File: src/common/facr_pkg.sv
// Constants and types shared by the fault and alert configuration bank
package facr_pkg;
   // Command codes of the bank
   localparam logic [7:0]  CMD_VFQ_CFG      = 8'hd8;
   localparam logic [7:0]  CMD_EXT_GAIN     = 8'hd9;
   localparam logic [7:0]  CMD_EXT_BIAS     = 8'hda;
   localparam logic [7:0]  CMD_ALERT_MASK   = 8'hdb;
   // Reset values
   localparam logic [7:0]  VFQ_CFG_RST      = 8'h00;
   localparam logic [15:0] EXT_GAIN_RST     = 16'hba00;
   localparam logic [15:0] EXT_BIAS_RST     = 16'h0000;
   localparam logic [55:0] ALERT_MASK_RST   = 56'h0000_0000_0000_00;
   // Field layout of the voltage fault configuration byte
   localparam int          VFQ_LS_ON_BIT    = 7;
   localparam int          VFQ_CNT_MSB      = 3;
   localparam int          VFQ_USED_MASK_W  = 8;
   localparam logic [7:0]  VFQ_WR_MASK      = 8'h8f;
   // Exponent and mantissa fields of a two-byte word
   localparam int          EXP_LSB          = 11;
   localparam int          MAN_MSB          = 10;
   // Output pages
   localparam int          NUM_PAGES        = 2;
   // Byte counts of each command
   localparam logic [2:0]  LEN_VFQ          = 3'h1;
   localparam logic [2:0]  LEN_WORD         = 3'h2;
   localparam logic [2:0]  LEN_MASK         = 3'h7;
   // Status byte indices
   localparam int          ST_VOUT          = 0;
   localparam int          ST_IOUT          = 1;
   localparam int          ST_INPUT         = 2;
   localparam int          ST_TEMP          = 3;
   localparam int          ST_CML           = 4;
   localparam int          ST_OTHER         = 5;
   localparam int          ST_MFR           = 6;
   localparam int          ST_BYTES         = 7;
   // Fixed point of the reported temperature (fraction bits)
   localparam int          TEMP_FRAC        = 8;
   typedef enum logic [1:0] {VIOL_NONE, VIOL_OV, VIOL_UV} facr_viol_t;
endpackage

File: src/hw/facr_bank.sv
// Fault qualification and alert mask configuration bank
// How it works
// - OV bit7=0: low-side switch stays off
// - OV bit7=1: low-side switch turns on
// - Fault after N+1 consecutive limit violations
// - Per-page config byte, resets to 00h
// - Report external temperature divided by gain
// - Per-page gain word, resets BA00h
// - Add per-page bias, resets 0000h
// - Words are mantissa times two^exponent
// - Masked faults never assert alert pin
// - Seven-byte mask, read/write, resets zero
// - Mask bit gates same status bit, except byte 5: status byte 5 never alerts
// - Mask byte 6 gates manufacturer faults
// - Mask byte 4 gates CML faults
// - Mask byte 3 gates temperature faults
// - Mask byte 2 gates input faults
// - Mask byte 1 gates output current faults
// - Mask byte 0 gates output voltage faults
module facr_bank (
   input  wire logic        mclk_in,
   input  wire logic        rst_n_in,
   // Command port from the bus engine
   input  wire logic        page_in,
   input  wire logic [7:0]  cmd_in,
   input  wire logic        wr_in,
   input  wire logic [2:0]  wr_idx_in,
   input  wire logic [7:0]  wr_data_in,
   input  wire logic        rd_in,
   input  wire logic [2:0]  rd_idx_in,
   // Voltage monitor per page
   input  wire logic [1:0]  vsample_in,
   input  wire logic [1:0]  ov_viol_in,
   input  wire logic [1:0]  uv_viol_in,
   // External temperature: one shared reading, start strobe per page
   input  wire logic [1:0]  temp_start_in,
   input  wire logic [15:0] remote_temp_input_in,
   // Status bytes
   input  wire logic [55:0] status_in,
   output logic [7:0]       rd_data_out,
   output logic             rd_hit_out,
   output logic [1:0]       ov_fault_out,
   output logic [1:0]       uv_fault_out,
   output logic [1:0]       lowside_on_out,
   output logic [1:0]       shutdown_out,
   output logic [1:0]       temp_valid_out,
   output logic [31:0]      temp_out,
   output logic             alert_output_pin_out
);
   logic [7:0]  vfq_cfg_q  [facr_pkg::NUM_PAGES];
   logic [15:0] ext_gain_q [facr_pkg::NUM_PAGES];
   logic [15:0] ext_bias_q [facr_pkg::NUM_PAGES];
   logic [55:0] alert_mask_q;
   logic [1:0]  ovf;
   logic [1:0]  uvf;
   logic [1:0]  tdone;
   logic [15:0] tval [facr_pkg::NUM_PAGES];
   logic [55:0] unmasked;
   logic [7:0]  rd_d;
   logic        hit_d;

   //------------------------------------------------------------
   // Register writes
   //------------------------------------------------------------
   always_ff @(posedge mclk_in or negedge rst_n_in) begin
      if (!rst_n_in) begin
         for (int p = 0; p < facr_pkg::NUM_PAGES; p++) begin
            vfq_cfg_q[p]  <= facr_pkg::VFQ_CFG_RST;
            ext_gain_q[p] <= facr_pkg::EXT_GAIN_RST;
            ext_bias_q[p] <= facr_pkg::EXT_BIAS_RST;
         end
         alert_mask_q <= facr_pkg::ALERT_MASK_RST;
      end else if (wr_in) begin
         if (cmd_in == facr_pkg::CMD_VFQ_CFG) begin
            if (wr_idx_in < facr_pkg::LEN_VFQ) begin
               vfq_cfg_q[page_in] <= wr_data_in & facr_pkg::VFQ_WR_MASK;
            end
         end else if (cmd_in == facr_pkg::CMD_EXT_GAIN) begin
            if (wr_idx_in < facr_pkg::LEN_WORD) begin
               ext_gain_q[page_in][wr_idx_in[0]*8 +: 8] <= wr_data_in;
            end
         end else if (cmd_in == facr_pkg::CMD_EXT_BIAS) begin
            if (wr_idx_in < facr_pkg::LEN_WORD) begin
               ext_bias_q[page_in][wr_idx_in[0]*8 +: 8] <= wr_data_in;
            end
         end else if (cmd_in == facr_pkg::CMD_ALERT_MASK) begin
            if (wr_idx_in < facr_pkg::LEN_MASK) begin
               alert_mask_q[wr_idx_in*8 +: 8] <= wr_data_in;
            end
         end
      end
   end

   //------------------------------------------------------------
   // Register reads, low byte first
   //------------------------------------------------------------
   always_comb begin
      rd_d  = 8'h00;
      hit_d = 1'b0;
      if (cmd_in == facr_pkg::CMD_VFQ_CFG) begin
         hit_d = (rd_idx_in < facr_pkg::LEN_VFQ);
         rd_d  = hit_d ? vfq_cfg_q[page_in] : 8'h00;
      end else if (cmd_in == facr_pkg::CMD_EXT_GAIN) begin
         hit_d = (rd_idx_in < facr_pkg::LEN_WORD);
         rd_d  = hit_d ? ext_gain_q[page_in][rd_idx_in[0]*8 +: 8] : 8'h00;
      end else if (cmd_in == facr_pkg::CMD_EXT_BIAS) begin
         hit_d = (rd_idx_in < facr_pkg::LEN_WORD);
         rd_d  = hit_d ? ext_bias_q[page_in][rd_idx_in[0]*8 +: 8] : 8'h00;
      end else if (cmd_in == facr_pkg::CMD_ALERT_MASK) begin
         hit_d = (rd_idx_in < facr_pkg::LEN_MASK);
         rd_d  = hit_d ? alert_mask_q[rd_idx_in*8 +: 8] : 8'h00;
      end
   end

   always_ff @(posedge mclk_in or negedge rst_n_in) begin
      if (!rst_n_in) begin
         rd_data_out <= 8'h00;
         rd_hit_out  <= 1'b0;
      end else begin
         rd_data_out <= rd_in ? rd_d : 8'h00;
         rd_hit_out  <= rd_in && hit_d;
      end
   end

   //------------------------------------------------------------
   // Per-page fault qualification and temperature calibration
   //------------------------------------------------------------
   for (genvar p = 0; p < facr_pkg::NUM_PAGES; p++) begin : g_page
      facr_viol_qual u_qual (
         .mclk_in      (mclk_in),
         .rst_n_in     (rst_n_in),
         .sample_in    (vsample_in[p]),
         .ov_in        (ov_viol_in[p]),
         .uv_in        (uv_viol_in[p]),
         .limit_in     (vfq_cfg_q[p][facr_pkg::VFQ_CNT_MSB:0]),
         .ov_fault_out (ovf[p]),
         .uv_fault_out (uvf[p])
      );
      facr_temp_cal u_temp (
         .mclk_in  (mclk_in),
         .rst_n_in (rst_n_in),
         .start_in (temp_start_in[p]),
         .temp_in  (remote_temp_input_in),
         .gain_in  (ext_gain_q[p]),
         .bias_in  (ext_bias_q[p]),
         .done_out (tdone[p]),
         .temp_out (tval[p])
      );
   end

   //------------------------------------------------------------
   // Fault response and low-side drive
   //------------------------------------------------------------
   always_ff @(posedge mclk_in or negedge rst_n_in) begin
      if (!rst_n_in) begin
         ov_fault_out   <= 2'b00;
         uv_fault_out   <= 2'b00;
         shutdown_out   <= 2'b00;
         lowside_on_out <= 2'b00;
      end else begin
         ov_fault_out <= ovf;
         uv_fault_out <= uvf;
         for (int p = 0; p < facr_pkg::NUM_PAGES; p++) begin
            shutdown_out[p]   <= ovf[p] || uvf[p];
            lowside_on_out[p] <= ovf[p] && vfq_cfg_q[p][facr_pkg::VFQ_LS_ON_BIT];
         end
      end
   end

   //------------------------------------------------------------
   // Calibrated temperature outputs
   //------------------------------------------------------------
   always_ff @(posedge mclk_in or negedge rst_n_in) begin
      if (!rst_n_in) begin
         temp_out       <= 32'h0;
         temp_valid_out <= 2'b00;
      end else begin
         temp_valid_out <= tdone;
         for (int p = 0; p < facr_pkg::NUM_PAGES; p++) begin
            if (tdone[p]) begin
               temp_out[p*16 +: 16] <= tval[p];
            end
         end
      end
   end

   //------------------------------------------------------------
   // Alert gating
   //------------------------------------------------------------
   always_comb begin
      unmasked = status_in & ~alert_mask_q;
      unmasked[facr_pkg::ST_OTHER*8 +: 8] = 8'h00;
   end

   always_ff @(posedge mclk_in or negedge rst_n_in) begin
      if (!rst_n_in) begin
         alert_output_pin_out <= 1'b0;
      end else begin
         alert_output_pin_out <= |unmasked;
      end
   end
endmodule

File: src/hw/facr_viol_qual.sv
// Consecutive-violation qualifier for one output page
module facr_viol_qual (
   input  wire logic       mclk_in,
   input  wire logic       rst_n_in,
   input  wire logic       sample_in,
   input  wire logic       ov_in,
   input  wire logic       uv_in,
   input  wire logic [3:0] limit_in,
   output logic            ov_fault_out,
   output logic            uv_fault_out
);
   logic [4:0] cnt_q;
   logic       last_ov_q;
   logic [4:0] prior_cnt;

   // A change between OV and UV makes this sample the first of a fresh run
   assign prior_cnt = (ov_in != last_ov_q) ? 5'h0 : cnt_q;

   // Count unbroken violations; a good sample clears the run
   always_ff @(posedge mclk_in or negedge rst_n_in) begin
      if (!rst_n_in) begin
         cnt_q     <= 5'h0;
         last_ov_q <= 1'b0;
      end else if (sample_in) begin
         if (!(ov_in || uv_in)) begin
            cnt_q <= 5'h0;
         end else begin
            last_ov_q <= ov_in;
            if ((ov_in != last_ov_q) && (cnt_q != 5'h0)) begin
               cnt_q <= 5'h1;
            end else if (cnt_q <= {1'b0, limit_in}) begin
               cnt_q <= cnt_q + 5'h1;
            end
         end
      end
   end

   // Fault declared after N+1 violations in a row
   always_ff @(posedge mclk_in or negedge rst_n_in) begin
      if (!rst_n_in) begin
         ov_fault_out <= 1'b0;
         uv_fault_out <= 1'b0;
      end else if (sample_in) begin
         ov_fault_out <= ov_in && (prior_cnt >= {1'b0, limit_in});
         uv_fault_out <= uv_in && !ov_in && (prior_cnt >= {1'b0, limit_in});
      end
   end
endmodule

File: src/hw/facr_temp_cal.sv
// External temperature calibration: divide by gain, add bias
module facr_temp_cal (
   input  wire logic        mclk_in,
   input  wire logic        rst_n_in,
   input  wire logic        start_in,
   input  wire logic [15:0] temp_in,
   input  wire logic [15:0] gain_in,
   input  wire logic [15:0] bias_in,
   output logic             done_out,
   output logic [15:0]      temp_out
);
   // temp_in and temp_out are signed, 8 fraction bits
   logic        busy_q;
   logic [4:0]  step_q;
   logic [47:0] rem_q;
   logic [31:0] quo_q;
   logic [47:0] div_q;
   logic        neg_q;
   logic signed [31:0] bias_fx;
   logic signed [4:0]  bexp;
   logic signed [31:0] bman;

   // Bias in the same fixed point as the reading
   always_comb begin
      bexp = $signed(bias_in[15:facr_pkg::EXP_LSB]);
      bman = {{21{bias_in[facr_pkg::MAN_MSB]}}, bias_in[facr_pkg::MAN_MSB:0]};
      bias_fx = (bexp >= 0) ? (bman <<< (facr_pkg::TEMP_FRAC + bexp))
                            : (bman <<< facr_pkg::TEMP_FRAC) >>> (-bexp);
   end

   // Restoring divider: reading scaled by 1 / gain
   always_ff @(posedge mclk_in or negedge rst_n_in) begin
      if (!rst_n_in) begin
         busy_q   <= 1'b0;
         step_q   <= 5'h0;
         rem_q    <= 48'h0;
         quo_q    <= 32'h0;
         div_q    <= 48'h0;
         neg_q    <= 1'b0;
         done_out <= 1'b0;
         temp_out <= 16'h0;
      end else begin
         done_out <= 1'b0;
         if (start_in && !busy_q) begin
            logic [15:0] mag;
            logic [10:0] gmag;
            logic signed [4:0] gexp;
            mag  = temp_in[15] ? 16'(-temp_in) : temp_in;
            gmag = gain_in[facr_pkg::MAN_MSB] ? 11'(-gain_in[10:0]) : gain_in[10:0];
            gexp = $signed(gain_in[15:facr_pkg::EXP_LSB]);
            neg_q <= temp_in[15] ^ gain_in[facr_pkg::MAN_MSB];
            // value/gain = mag*2^-e / m ; fold exponent into numerator
            rem_q <= (gexp >= 0) ? ({32'h0, mag} << 16) >> gexp
                                 : ({32'h0, mag} << 16) << (-gexp);
            div_q <= {37'h0, gmag};
            quo_q <= 32'h0;
            step_q <= 5'h0;
            busy_q <= (gmag != 11'h0);
         end else if (busy_q) begin
            // Shift-subtract one quotient bit per cycle
            if (rem_q >= (div_q << (5'd31 - step_q))) begin
               rem_q <= rem_q - (div_q << (5'd31 - step_q));
               quo_q[5'd31 - step_q] <= 1'b1;
            end
            step_q <= step_q + 5'h1;
            if (step_q == 5'd31) begin
               logic signed [31:0] q;
               q = neg_q ? -$signed(quo_q >> 16) : $signed(quo_q >> 16);
               busy_q   <= 1'b0;
               done_out <= 1'b1;
               temp_out <= 16'(q + bias_fx);
            end
         end
      end
   end
endmodule

File: config.mk
export PLATFORM = sky130hd
export DESIGN_NAME = facr_bank
export DESIGN_NICKNAME = d
export VERILOG_FILES = /design/src/common/facr_pkg.sv /design/src/hw/facr_bank.sv /design/src/hw/facr_viol_qual.sv /design/src/hw/facr_temp_cal.sv
export SDC_FILE = /design/constraint.sdc
export NUM_CORES = 2
export LEC_CHECK = 0
export BUFFER_PORTS_ARGS = -buffer_cell sky130_fd_sc_hd__buf_2
export CELL_PAD_IN_SITES_DETAIL_PLACEMENT = 1
export CELL_PAD_IN_SITES_GLOBAL_PLACEMENT = 1
export CORE_MARGIN = 2
export CORE_UTILIZATION = 48
export CTS_CLUSTER_SIZE = 8
export DETAILED_ROUTE_END_ITERATION = 10
export GPL_TIMING_DRIVEN = 0
export PLACE_DENSITY_LB_ADDON = 0.1
export SLEW_MARGIN = 20
export SYNTH_ARGS = -nofsm -noshare
export SYNTH_HDL_FRONTEND = slang
export SYNTH_SLANG_ARGS = --single-unit
File: constraint.sdc
create_clock -name mclk_in -period 6.88 [get_ports mclk_in]
set_clock_uncertainty 0.15 [all_clocks]
set_input_delay 1.032 -clock mclk_in [delete_from_list [all_inputs] [get_ports mclk_in]]
set_output_delay 1.032 -clock mclk_in [all_outputs]
set_load 0.1 [all_outputs]
==> results.tsv <==
metric	value	unit
Area Overhead vs Synth	10.9	%
die height	270	um
Syn Nets	4388	
Detail Placement HPWL	101000	um
Final Max Slew Viols	0	
core area	70000	um2
H-tree depth	2	
non-filler cells, final	5292	
Max-Cap Viols	0	
post-route cell area	37700	um2
Die ar.	73000	um2
post-synth top area share	28.4	%
asr flop ratio synth	100	%
dominant cell type by area after synthesis	dfrtp_1	
area of the mapped netlist	34000	um2
WP data required	7230	ps
Vias per Instance	6.39	
Slew @ Worst Pin	1070	ps
DR pass1 iterations	6	
Post-synth EDFFs	0	
top post-synthesis cells by area	dfrtp_1, ha_1, nand2_1	
endpoints failing setup	0	
final hold vios	0	
maximum vdd drop	0.219	mV
RD Place Congestion	0.961	
Tot Pwr	11.5	mW
Total Wirelength	130000	um
DR vias	33800	
Netlist cell types	93	
largest net degree at the start of global routing	96	
CTS tree	done	
Crit Path Class	reg -> reg	
vias in the first global route	34400	
CTS Buf Count	57	
count of warnings emitted by yosys	0	
top-count cell post-synth	nand2_1	
Lkg Pwr	15.8	nW
gr usage total	34.8	%
Clk Latency, worst-skew pair	610	ps
Buffers on Ports	145	
hold buffers post-CTS	0	
DR WL/cell	24.6	um
Overflow after GRT	0	
first-pass GRT wire length	202000	um
CTS Sinks	396	
outcome	finished clean	
syn avg cell area	8.27	um2
main flop type after synthesis	dfrtp_1	
Pwr Density	304	nW/um2
list of most frequent post-synthesis cells	nand2_1, dfrtp_1, o21ai_0, nor2_1, a21oi_1	
crit end category	register	
die width	270	um
Root Driver	clkbuf_16	
FP Rows	97	
DRC	0	
Post-DRT Antenna Nets	0	
Post-Syn Instances	4112	
Hold Crit Class	in -> async	
Placed Area	36000	um2
Starting Density	48.6	%
# nets final	4596	
clk buf depth	3	
post-placement cell count	5201	
sequential-to-total area share from yosys stat	29.2	%
Fmax	0.152	GHz
crit start category	register	
final worst path period share	95.6	%
CTS clk-pin slew, worst paths	60	ps
post-layout minimum cycle time	6580	ps
TNS Setup	0	ps
Ports	159	
critical-path maximum fanout	10	
initial drt markers	2740	
share of post-route cells with drive strength above 1	11.7	%
Yosys reg bits	396	
Worst slew margin	28.3	%
initial antenna violation count	3	
worst path arrival time	6930	ps
[critical path, cell delays in order (launching register included)]
cell and delay [ps]:
dfrtp_1 440, buf_1 470, clkbuf_1 450, mux2i_1 170, a21oi_1 260, nand2_1 80
o21ai_0 240, mux2_2 290, nand2_1 100, ha_1 390, a21o_1 190, a21o_1 170
a221oi_1 440, o21a_1 260, o21ai_1 160, a221o_1 470, o21ai_1 570, a21boi_1 280
clkbuf_1 450, o311a_1 450
[final cells by class]
cell class / instances / area (um2)
Tap cell: 940 / 1180
Clock inverter: 4 / 56.3
Buffer: 282 / 1080
Multi-Input combinational cell: 3274 / 22400
Inverter: 160 / 601
Fill cell: 8526 / 32300
Antenna cell: 2 / 5.00
Timing Repair Buffer: 149 / 846
Clock buffer: 85 / 1580
Sequential cell: 396 / 9920
[where the power goes]
group | switching (mW) | internal [mW]
combinational | 3.70 | 2.09
clock | 1.11 | 1.59
sequential | 0.288 | 2.69
total | 5.10 | 6.37
[placed cells by master (no fill, tap or decap), types with 14 or more instances in the layout]
cell type,instances
a211oi_1,49
a21o_1,71
a21oi_1,288
a221oi_1,27
a22oi_1,33
a31oi_1,49
and2_1,34
and3_1,36
buf_1,22
buf_2,152
clkbuf_1,270
clkbuf_16,58
dfrtp_1,386
ha_1,165
inv_1,150
mux2_2,148
mux2i_1,104
mux4_2,66
nand2_1,514
nand2b_1,57
nand3_1,89
nand4_1,36
nor2_1,327
nor2b_1,53
nor3_1,83
nor4_1,18
o211ai_1,54
o21a_1,23
o21ai_0,339
o21bai_1,17
o221ai_1,23
o22a_1,15
o22ai_1,62
o311ai_0,14
o31ai_1,39
or3_1,28
xnor2_1,118
xor2_1,77
[final timing paths]
| kind | slack, ps | from | end | cells after the start |
|---|---|---|---|---|
| max | 300 | g_page[1].u_temp.step_q[0] | g_page[1].u_temp.rem_q[25] | 19 |
| min | 160 | rst_n_in | g_page[1].u_temp.rem_q[39] | 1 |
| max reg2reg | 300 | g_page[1].u_temp.step_q[0] | g_page[1].u_temp.rem_q[25] | 19 |
| min reg2reg | 230 | g_page[1].u_temp.done_out | temp_valid_out[1] | 0 |
| max in group asynchronous | 4700 | rst_n_in | g_page[0].u_temp.temp_out[5] | 4 |
| min in group mclk_in | 230 | g_page[1].u_temp.done_out | temp_valid_out[1] | 0 |
[registers in the layout, summed over array words and instances, names as in the netlist, 8 cells and up]
signal	flops
g_page.u_temp.temp_out	32
g_page.u_qual.cnt_q	10
ext_gain_q	32
g_page.u_temp.step_q	10
alert_mask_q	56
g_page.u_temp.div_q	22
temp_out	32
g_page.u_temp.rem_q	96
rd_data_out	8
ext_bias_q	32
g_page.u_temp.quo_q	32
vfq_cfg_q	10
[through the flow]
stage	hold WS (ps)	setup WS [ps]	util, %
after floorplan	202	1940	-
final	160	302	53.8
after detailed placement	211	-121	51.5
after global placement	208	-3660	51.3
after CTS	170	171	53.8
after global routing	182	-5.09	53.8
[metal layers]
| layer | GRT usage [%] | wire [um] |
|---|---|---|
| met2 | 58.5 | 61900 |
| met1 | 46.2 | 56100 |
| met5 | 0 | 0 |
| met3 | 4.10 | 7300 |
| met4 | 12.2 | 4840 |
[cells by family (layout without fill, tap and decap cells)]
logic type	after synthesis	after routing	share of synthesized area, %
multiplexers	322	322	12.6
buffers and inverters	442	680	4.94
AO/OA/AOI/OAI	1263	1263	24.2
AND/OR/NAND/NOR	1324	1324	17.7
flip-flops	396	396	29.2
other	0	2	0
XOR/XNOR	196	196	5.07
adder cells (fa/ha/maj)	169	169	6.31
[timing repair]
item | CTS | global route
endpoints found under the hold margin | 0 | 0
resized for setup | 2 | 10
setup buffers | 0 | 0
endpoints found under the setup margin | 10 | 61
Note: power is estimated with default switching activity, not from simulation.
